--- src/hdl/irq_bank_regs.vh ---
// Register addresses, field positions and reset values of the interrupt bank
`ifndef IRQ_BANK_REGS_VH
`define IRQ_BANK_REGS_VH
`define ADDR_EDGE_SELECT 3'h0
`define ADDR_CONTROL_0 3'h1
`define ADDR_CONTROL_1 3'h2
`define ADDR_CONTROL_2 3'h3
`define ADDR_CONTROL_3 3'h4
`define EDGE_SEL_MASK 8'h0F
`define CONTROL_0_MASK 8'h7F
`define CONTROL_3_MASK 8'h11
`define REG_RESET 8'h00
`define EDGE_OFF 2'h0
`define EDGE_RISE 2'h1
`define EDGE_FALL 2'h2
`define EDGE_BOTH 2'h3
`define C0_GLOBAL_EN 0
`define C0_PIN_ZERO_EN 1
`define C0_PIN_ONE_EN 2
`define C0_SERIAL_EN 3
`define C0_PIN_ZERO_FLAG 4
`define C0_PIN_ONE_FLAG 5
`define C0_SERIAL_FLAG 6
`define C3_TB1_EN 0
`define C3_TB1_FLAG 4
`define SRC_COUNT 13
`endif

--- src/hdl/irq_flag_bank.v ---
// Interrupt request flag and enable bank of a small microcontroller
`timescale 1ns/10ps
`include "irq_bank_regs.vh"
module irq_flag_bank (
    // Clock and reset
    input wire CLK_IN,
    input wire RST_IN,
    // Data memory access
    input wire [2:0] ADDR_IN,
    input wire [7:0] WDATA_IN,
    input wire WR_IN,
    output reg [7:0] RDATA_OUT,
    // External pins
    input wire EXT_PIN_ZERO_IN,
    input wire EXT_PIN_ONE_IN,
    // Internal source event pulses
    input wire SERIAL_EVENT_IN,
    input wire TIMEBASE_ZERO_EVENT_IN,
    input wire TIMEBASE_ONE_EVENT_IN,
    input wire EEPROM_EVENT_IN,
    input wire ADC_EVENT_IN,
    input wire LOW_VOLTAGE_EVENT_IN,
    input wire [3:0] TIMER_EVENT_IN,
    // Core handshake
    output wire IRQ_REQ_OUT,
    output wire [3:0] IRQ_SRC_OUT,
    input wire IRQ_ACK_IN
);
    reg [7:0] ext_edge_select;
    reg [7:0] irq_control_0;
    reg [7:0] irq_control_1;
    reg [7:0] irq_control_2;
    reg [7:0] irq_control_3;
    reg pin_zero_prev;
    reg pin_one_prev;
    wire pin_zero_hit;
    wire pin_one_hit;
    wire [12:0] flags;
    wire [12:0] enables;
    wire [12:0] pending;
    wire ack_take;
    wire [12:0] ack_clear;
    reg [3:0] winner;
    reg found;
    integer i;

    // Edge detect per selected mode
    function edge_hit;
        input [1:0] sel;
        input prev;
        input cur;
        begin
            case (sel)
                `EDGE_RISE: edge_hit = ~prev & cur;
                `EDGE_FALL: edge_hit = prev & ~cur;
                `EDGE_BOTH: edge_hit = prev ^ cur;
                default: edge_hit = 1'b0;
            endcase
        end
    endfunction

    // Flag update: hardware set beats clear
    function [7:0] merge;
        input [7:0] cur;
        input do_wr;
        input [7:0] wval;
        input [7:0] fmask;
        input [7:0] sets;
        input [7:0] clrs;
        input [7:0] imask;
        reg [7:0] base;
        begin
            base = do_wr ? wval : cur;
            merge = ((base & ~clrs) | (sets & fmask)) & imask;
        end
    endfunction

    // Write strobe decode for one register index
    function wr_sel;
        input wr;
        input [2:0] addr;
        input [2:0] target;
        begin
            wr_sel = wr && (addr == target);
        end
    endfunction

    // One-hot mask of a source index
    function [12:0] one_hot;
        input [3:0] idx;
        begin
            one_hot = 13'h0001 << idx;
        end
    endfunction

    assign pin_one_hit = edge_hit(ext_edge_select[3:2], pin_one_prev, EXT_PIN_ONE_IN);
    assign pin_zero_hit = edge_hit(ext_edge_select[1:0], pin_zero_prev, EXT_PIN_ZERO_IN);

    // Flag and enable vectors, one pair per source
    // Index 11 is an empty slot so time base one sits at index 12
    assign flags = {irq_control_3[`C3_TB1_FLAG], 1'b0, irq_control_2[7:4], irq_control_1[7:4],
                    irq_control_0[6:4]};
    assign enables = {irq_control_3[`C3_TB1_EN], 1'b0, irq_control_2[3:0], irq_control_1[3:0],
                      irq_control_0[3:1]};
    assign pending = flags & enables;

    // Lowest index pending source wins
    always @* begin
        winner = 4'h0;
        found = 1'b0;
        for (i = 12; i >= 0; i = i - 1) begin
            if (pending[i]) begin
                winner = i[3:0];
                found = 1'b1;
            end
        end
    end

    assign IRQ_REQ_OUT = found & irq_control_0[`C0_GLOBAL_EN];
    assign IRQ_SRC_OUT = winner;

    // Flag of the serviced source, cleared on the taking edge
    assign ack_take = IRQ_ACK_IN & found;
    assign ack_clear = ack_take ? one_hot(winner) : 13'h0000;

    // Pin history for edge detection
    always @(posedge CLK_IN or posedge RST_IN) begin
        if (RST_IN) begin
            pin_zero_prev <= 1'b0;
            pin_one_prev <= 1'b0;
        end else begin
            pin_zero_prev <= EXT_PIN_ZERO_IN;
            pin_one_prev <= EXT_PIN_ONE_IN;
        end
    end

    // Edge select register, upper bits never stored
    always @(posedge CLK_IN or posedge RST_IN) begin
        if (RST_IN) begin
            ext_edge_select <= `REG_RESET;
        end else if (wr_sel(WR_IN, ADDR_IN, `ADDR_EDGE_SELECT)) begin
            ext_edge_select <= WDATA_IN & `EDGE_SEL_MASK;
        end
    end

    // Control zero: serial and pin flags, their enables, global enable
    // Taking an interrupt drops the global enable so nothing nests
    always @(posedge CLK_IN or posedge RST_IN) begin
        if (RST_IN) begin
            irq_control_0 <= `REG_RESET;
        end else begin
            irq_control_0 <= merge(irq_control_0, wr_sel(WR_IN, ADDR_IN, `ADDR_CONTROL_0), WDATA_IN, 8'h70,
                {1'b0, SERIAL_EVENT_IN, pin_one_hit, pin_zero_hit, 4'h0},
                {1'b0, ack_clear[2:0], 3'h0, IRQ_ACK_IN},
                `CONTROL_0_MASK);
        end
    end

    // Control one: time base zero, EEPROM, converter, low voltage
    always @(posedge CLK_IN or posedge RST_IN) begin
        if (RST_IN) begin
            irq_control_1 <= `REG_RESET;
        end else begin
            irq_control_1 <= merge(irq_control_1, wr_sel(WR_IN, ADDR_IN, `ADDR_CONTROL_1), WDATA_IN, 8'hF0,
                {TIMEBASE_ZERO_EVENT_IN, EEPROM_EVENT_IN, ADC_EVENT_IN, LOW_VOLTAGE_EVENT_IN, 4'h0},
                {ack_clear[6:3], 4'h0},
                8'hFF);
        end
    end

    // Control two: timer match flags and enables
    always @(posedge CLK_IN or posedge RST_IN) begin
        if (RST_IN) begin
            irq_control_2 <= `REG_RESET;
        end else begin
            irq_control_2 <= merge(irq_control_2, wr_sel(WR_IN, ADDR_IN, `ADDR_CONTROL_2), WDATA_IN, 8'hF0,
                {TIMER_EVENT_IN, 4'h0},
                {ack_clear[10:7], 4'h0},
                8'hFF);
        end
    end

    // Control three: time base one only, other bits read zero
    always @(posedge CLK_IN or posedge RST_IN) begin
        if (RST_IN) begin
            irq_control_3 <= `REG_RESET;
        end else begin
            irq_control_3 <= merge(irq_control_3, wr_sel(WR_IN, ADDR_IN, `ADDR_CONTROL_3), WDATA_IN, 8'h10,
                {3'h0, TIMEBASE_ONE_EVENT_IN, 4'h0},
                {3'h0, ack_clear[12], 4'h0},
                `CONTROL_3_MASK);
        end
    end

    // Registered read data
    always @(posedge CLK_IN or posedge RST_IN) begin
        if (RST_IN) begin
            RDATA_OUT <= 8'h00;
        end else begin
            case (ADDR_IN)
                `ADDR_EDGE_SELECT: RDATA_OUT <= ext_edge_select;
                `ADDR_CONTROL_0: RDATA_OUT <= irq_control_0;
                `ADDR_CONTROL_1: RDATA_OUT <= irq_control_1;
                `ADDR_CONTROL_2: RDATA_OUT <= irq_control_2;
                `ADDR_CONTROL_3: RDATA_OUT <= irq_control_3;
                default: RDATA_OUT <= 8'h00;
            endcase
        end
    end
endmodule // irq_flag_bank

--- config.mk ---
export PLATFORM = sky130hd
export DESIGN_NAME = irq_flag_bank
export DESIGN_NICKNAME = d
export VERILOG_FILES = /design/src/hdl/irq_flag_bank.v
export VERILOG_INCLUDE_DIRS = /design/src /design/src/hdl
export SDC_FILE = /design/constraint.sdc
export NUM_CORES = 1
export LEC_CHECK = 0
export ABC_AREA = 1
export BUFFER_PORTS_ARGS = -buffer_cell sky130_fd_sc_hd__buf_2
export CAP_MARGIN = 25
export CORE_ASPECT_RATIO = 1.75
export CORE_MARGIN = 10
export CORE_UTILIZATION = 55
export CTS_CLUSTER_SIZE = 40
export DETAILED_ROUTE_END_ITERATION = 10
export PLACE_DENSITY = 0.85
export REMOVE_ABC_BUFFERS = 1
export SYNTH_ARGS = -nofsm -noshare
export SYNTH_HDL_FRONTEND = slang
export SYNTH_SLANG_ARGS = --single-unit
--- constraint.sdc ---
create_clock -name CLK_IN -period 3 [get_ports CLK_IN]
set_clock_uncertainty 0.05 [all_clocks]
set_input_delay 0.15 -clock CLK_IN [delete_from_list [all_inputs] [get_ports CLK_IN]]
set_output_delay 0.15 -clock CLK_IN [all_outputs]
set_load 0.02 [all_outputs]
==> impl_metrics.toml, run 1 <==
[placed_design]
placed_cells = 349
dpl-instance-area_sq_um = 2370
place_hpwl_um = 4110
gp_congestion = 0.894
io_buffers = 39
pre_cts_slack_ns = 1.39

[final_layout]
final_cell_area_sq_um = 2570
layout.area.seq_sq_um = 976
syn_to_final_growth_pct = 19.8
final_nets = 350
multi_input_area_sq_um = 1020
layout-drive-gt1-share_pct = 24.1
finalNonFillerCells = 368
antenna_cells = 0
num-fill-cells = 339
fin_util_pct = 67.0

[die]
io_pins = 40
die_h_um = 103
initial_core_util_pct = 55.9
rows = 30
core_area_sq_um = 3830
die-area_sq_um = 6890
fp.dieW_um = 67.2

[timing]
fin_crit_sh_pct = 64.3
max-slew-margin-rel_pct = 62.3
min_period_ns = 1.93
setup_ws_ns = 1.07
rsz0062_at_grt = "false"
hold_viol_final = 0
tns_ns = 0
drv_slew = 0
timing.fmax_ghz = 0.518
setup_violations = 0
hold_ws_ns = 0.0278
worstMarginPinSlew_ns = 0.562

[global_route]
grt_usage_pct = 17.4
grt_pass1_vias = 2003
grt_pass1_wl_um = 9230
gr-total-overflow = 0
grt_max_degree = 40
antenna_found_initial = 0

[setup_path]
critPathLaunchType = "flop"
slowest_stage = "dfrtp_1"
path_max_fanout = 4
cpLargestDelayFamily = "simple AND/OR/NAND/NOR gates"
critPathMaxStageDelay_ns = 0.41
cp_common_cell = "nand2_1"
path_cells = "nand2_1 > inv_1 > nand2_1 > nand2_1 > nand2_1 > nand2_1 > nand2_1 > nand2_1 > nand2_1 > nand2_1 > nand2_2 > inv_1 > buf_2"
required_ns = 2.80
path_buf_inv = 3
critPathArrivalTime_ns = 1.73
end_kind = "output port"
path_class = "reg -> out"

[yosys]
syn_area_sq_um = 2140
yosysTopAreaCellShare_pct = 45.6
synth_warnings = 0
synth.avg_cell_area_sq_um = 8.11
syn_inst = 264
ys_seq_area_share_pct = 45.6
yosys-top-cells-area = "dfrtp_1 (46%), nand2_1 (16%), o21ai_0 (5.4%)"
synth.distinct_cells = 28
synth_top_cell_by_area = "dfrtp_1"
synth-seq-cells = 39

[clocking]
clkTransAtPathRegs_ns = 0.07
ctsResizeCount = 0
clock_path_buffers = 2
post_cts_buffers = 0
h-tree-depth = 2
clk_latency_ns = 0.30
cts_tree = "built"
cts_buffers = 5
cts-hold-fix-buffers = 11
cts_root_buffer = "clkbuf_8"
clock_sinks = 39

[power]
seqPwrFrac_pct = 43.2
switching_power_mw = 0.617
p_leak_nw = 1.37
power.density_nw_per_um2 = 616
ir_worst_vdd_mv = 0.385
switching_share_pct = 39.0
combPwrFrac_pct = 34.8
p_int_mw = 0.965
clock_power_share_pct = 22.0
power_mw = 1.58

[drt]
wl_per_cell_um = 14.5
antenna_left = 0
vias_per_cell = 5.30
drtIter0Drc = 73
drc = 0
vias = 1949
wl_um = 5350
first_pass_iters = 4

[run_status]
status = "completed"

[worst_hold_path]
hp-class = "in -> reg"

[flow_run]
maxCapViolations = 0
-- placed cells by master, fill, tap and decap left out, types with 4 or more instances in the layout --
master and instances:
nand2_1 93, nand4_1 9, buf_2 39, nor2_4 4, clkbuf_8 5, a21o_1 5, inv_2 5, nor2_1 5
o21ai_1 6, nand3_1 13, dlygate4sd3_1 11, o21ai_0 23, dfrtp_1 39, inv_1 26, nand2_2 7, ha_1 4
nand2_4 4
-- layout make-up --
cell class	count	area share (%)
inverters	31	4.53
flip-flops and latches	39	38.0
clock inverters	2	0.488
repair buffers	51	12.2
well taps	48	2.34
clock buffers	6	2.83
multi-input cells	191	39.6
-- sequential cells by signal (all words and copies together) (netlist names) --
signal / flops
RDATA_OUT: 8
ext_edge_select: 4
irq_control_0: 7
irq_control_1: 8
irq_control_2: 8
irq_control_3: 2
pin_one_prev: 1
pin_zero_prev: 1
-- layer usage --
layer  track usage (%)  vias to the layer above  wire length (um)  share of wire (%)
met3              4.13                       17               308                5.8
li1                  -                      964                 -                  -
met5                 0                        -                 0                  0
met2              32.0                       65              2980                 56
met1              17.3                      903              1870                 35
met4              8.89                        0               195                3.6
-- cell usage after synthesis, drive strengths merged --
library cell,instances
a21o,5
a21oi,3
a22o,1
a32o,1
a32oi,2
buf,3
dfrtp,39
ha,4
inv,31
nand2,104
nand3,14
nand4,9
nor2,11
nor3,2
o21a,1
o21ai,31
o31ai,1
or2,2
-- power groups by stage --
stage	Clock, mW	Sequential, mW	Combinational (mW)
floorplan	0	0.689	0.389
global placement	0	0.687	0.530
detailed placement	0	0.691	0.540
CTS	0.355	0.681	0.553
global route	0.377	0.693	0.621
finish	0.348	0.683	0.551
-- kinds of logic after synthesis --
logic type / count (synthesis) / synth area share, %
fa+ha+maj: 4 / 2.34
simple gates: 142 / 32.1
compound gates: 45 / 13.0
flops: 39 / 45.6
buf+inv: 34 / 7.01
-- path summary, 6_finish.rpt --
kind	startpoint	endpoint	slack, ns	cells after the start
max in group asynchronous	RST_IN	RDATA_OUT[5]$_DFF_PP0_	2.08	4
hold / removal	EEPROM_EVENT_IN	irq_control_1[6]$_DFF_PP0_	0.03	3
setup reg to reg	irq_control_2[5]$_DFF_PP0_	irq_control_1[6]$_DFF_PP0_	1.39	9
setup / recovery	irq_control_2[6]$_DFF_PP0_	IRQ_SRC_OUT[0]	1.07	13
min in group asynchronous	RST_IN	RDATA_OUT[3]$_DFF_PP0_	0.45	4
hold reg to reg	irq_control_1[3]$_DFFE_PP0P_	irq_control_1[3]$_DFFE_PP0P_	0.47	2
-- worst register-to-register path: stages (launching register included) --
cell and delay (ns):
dfrtp_1 0.41, nand2_1 0.10, nand2_1 0.11, o21ai_1 0.15
nand2_1 0.10, a21oi_4 0.22, inv_1 0.14, nand4_1 0.12
nand2_1 0.06, nand2_1 0.08
Note: power is estimated with default switching activity, not from simulation.
==> run 2: changes to the inputs <==
--- a/config.mk
+++ b/config.mk
@@ -6,15 +6,15 @@
 export SDC_FILE = /design/constraint.sdc
 export NUM_CORES = 1
 export LEC_CHECK = 0
-export ABC_AREA = 1
+export ABC_AREA = 0
 export BUFFER_PORTS_ARGS = -buffer_cell sky130_fd_sc_hd__buf_2
 export CAP_MARGIN = 25
 export CORE_ASPECT_RATIO = 1.75
 export CORE_MARGIN = 10
-export CORE_UTILIZATION = 55
+export CORE_UTILIZATION = 50
 export CTS_CLUSTER_SIZE = 40
 export DETAILED_ROUTE_END_ITERATION = 10
-export PLACE_DENSITY = 0.85
+export PLACE_DENSITY = 0.82
 export REMOVE_ABC_BUFFERS = 1
 export SYNTH_ARGS = -nofsm -noshare
 export SYNTH_HDL_FRONTEND = slang
==> constraint.sdc (replaced) <==
create_clock -name CLK_IN -period 1.6 [get_ports CLK_IN]
set_clock_uncertainty 0.05 [all_clocks]
set_input_delay 0.08 -clock CLK_IN [delete_from_list [all_inputs] [get_ports CLK_IN]]
set_output_delay 0.08 -clock CLK_IN [all_outputs]
set_load 0.02 [all_outputs]
==> run 2 against run 1 <==
Against the previous run:
- clock power grew to 2.9 times the previous value
- highest routed layer unchanged
- count of clock-buffer cells in the layout shrank 1
- combinational power grew to 2.9 times the previous value
- the flow now finishes with violations (negative setup slack)
- setup slack lost 1.4 ns
==> impl_metrics.toml, run 2 <==
[timing]
min_period_ns = 1.96
max-slew-margin-rel_pct = 67.4
setup_violations = 12
fin_crit_sh_pct = 122
setup_ws_ns = -0.357
hold_ws_ns = 0.0317
drv_slew = 0
rsz0062_at_grt = "true"
timing.fmax_ghz = 0.511
hold_viol_final = 0
worstMarginPinSlew_ns = 0.489

[clocking]
cts_tree = "built"
cts_root_buffer = "clkbuf_8"
clkTransAtPathRegs_ns = 0.08
h-tree-depth = 2
clock_path_buffers = 2
cts_buffers = 5
clock_sinks = 39
clk_latency_ns = 0.30

[flow_run]
maxCapViolations = 0

[die]
fp.dieW_um = 69.2
die_h_um = 106
core_area_sq_um = 4110
io_pins = 40
rows = 31
initial_core_util_pct = 51.6
die-area_sq_um = 7350

[global_route]
grt_max_degree = 40
antenna_found_initial = 0
grt_pass1_vias = 2202
grt_usage_pct = 19.8
gr-total-overflow = 0
grt_pass1_wl_um = 11600

[power]
p_leak_nw = 1.44
power_mw = 3.88
ir_worst_vdd_mv = 0.904
power.density_nw_per_um2 = 1220

[setup_path]
crit_start = "irq_control_1[0]$_DFFE_PP0P_"
r2r_slack_ns = -0.36
endpoint = "irq_control_2[5]$_DFF_PP0_"
path_class = "reg -> reg"
critPathArrivalTime_ns = 2.10
end_kind = "flop"
ff2ff_path_depth = 5
path_max_fanout = 2
required_ns = 1.74
regToRegStartpoint = "irq_control_1[0]$_DFFE_PP0P_"
r2r_end = "irq_control_2[5]$_DFF_PP0_"
critPathLaunchType = "flop"

[yosys]
syn_area_sq_um = 2120
synth_top_cell_by_area = "dfrtp_1"
yosysTopAreaCellShare_pct = 46.0
ys_top_cells_by_count = "dfrtp_1 (39), nand2_1 (29), mux2_2 (19), nor2_1 (12), a21oi_1 (9)"
yosys-top-cells-area = "dfrtp_1 (46%), mux2_2 (10%), nand2_1 (5.1%)"
syn_inst = 201
synth.avg_cell_area_sq_um = 10.5
synth.distinct_cells = 43
ys.flop_type = "dfrtp_1"
synth-seq-cells = 39
synth_edf_count = 0
synth_warnings = 0
ys_seq_area_share_pct = 46.0
async_reset_ff_share_pct = 100
synth_most_common_cell = "dfrtp_1"

[run_status]
violations = "negative setup slack"
status = "finished with violations"

[worst_hold_path]
hp-class = "in -> reg"

[final_layout]
antenna_cells = 0
syn_to_final_growth_pct = 50.5
layout-drive-gt1-share_pct = 48.2
reg.largest.list = "RDATA_OUT: 8 flops, irq_control_1: 8 flops, irq_control_2: 8 flops"
final_cell_mix = "buf_4 (42), dfrtp_1 (39), buf_2 (34), nand2_1 (28), mux2_2 (19)"
final_nets = 331
final_common_cell = "buf_4"
fin_util_pct = 77.6

[drt]
drc = 0
wl_per_cell_um = 22.4
antenna_left = 0
first_pass_iters = 6
wl_um = 7820
vias = 2132
drtIter0Drc = 228
vias_per_cell = 6.09

[placed_design]
io_buffers = 39
place_hpwl_um = 4900
gp_congestion = 0.956
## run 2: cell types whose count changed after synthesis, moves of 8 or more
cell     change
nand2_1     -64
o21ai_0     -20
inv_1       -19
mux2_2      +19
nand3_1      -8
nand4_1      -8
## run 2: cell families (layout without fill, tap and decap cells)
| logic type | after synthesis | after routing | synth area share [%] |
|---|---|---|---|
| AND/OR/NAND/NOR | 78 | 78 | 18.2 |
| adder cells (fa/ha/maj) | 4 | 4 | 2.36 |
| buffers and inverters | 13 | 113 | 2.48 |
| flip-flops | 39 | 39 | 46.0 |
| AO/OA/AOI/OAI | 39 | 39 | 14.0 |
| multiplexers | 28 | 28 | 16.9 |
## run 2: worst min-delay path by stage
stage | endpoint | cells past startpoint | start
after floorplan | pin_one_prev$_DFF_PP0_ | 0 | EXT_PIN_ONE_IN
after global placement | RDATA_OUT[2]$_DFF_PP0_ | 3 | RST_IN
after detailed placement | RDATA_OUT[2]$_DFF_PP0_ | 3 | RST_IN
after CTS | irq_control_0[3]$_DFFE_PP0P_ | 3 | WDATA_IN[3]
after global routing | irq_control_0[3]$_DFFE_PP0P_ | 3 | WDATA_IN[3]
final | irq_control_0[3]$_DFFE_PP0P_ | 3 | WDATA_IN[3]
## run 2: layer usage
metal  track usage [%]  vias up  wire, um
li1                  -      929         -
met4              14.2        0       625
met5                 0        -         0
met1              19.6     1008      2590
met3              5.68       51       700
met2              34.4      144      3910
## run 2: worst max-delay path: stages (launching register included)
cell and delay [ns]:
dfrtp_1 0.39, a22oi_2 0.26, nand4_1 0.23, or3_4 0.38, or3_1 0.35, o22a_1 0.19
## run 2: cell type report
type                    instances  area (sq um)
fillers                       250           921
clock inverters                 3          67.6
inverters                       7          26.3
clock buffers                   5          68.8
repair buffers                 98           718
multi-input cells             149          1270
flip-flops and latches         39           976
well taps                      49          61.3
## run 2: power breakdown
part | internal, mW | switching (mW)
sequential | 1.14 | 0.136
combinational | 0.796 | 0.814
clock | 0.622 | 0.372
total | 2.55 | 1.32
## run 2: what timing repair did
item                                    4_1_cts  5_1_grt
endpoints found under the setup margin       12       13
hold buffers                                 12        0
resized for setup                            37       14
hold endpoints to repair                     50        0
setup buffers                                 7        3
pin swaps                                    10        6
gates cloned                                  0        0
## run 2: stage by stage
stage	instance area (sq um)	instances	setup slack (ns)	setup TNS (ns)
after floorplan	2090	195	-0.278	-1.06
after global placement	2640	321	-0.101	-0.296
after detailed placement	2640	321	-0.122	-0.383
after CTS	3110	348	-0.187	-1.33
after global routing	3190	350	-0.351	-2.58
final	3190	350	-0.357	-2.21
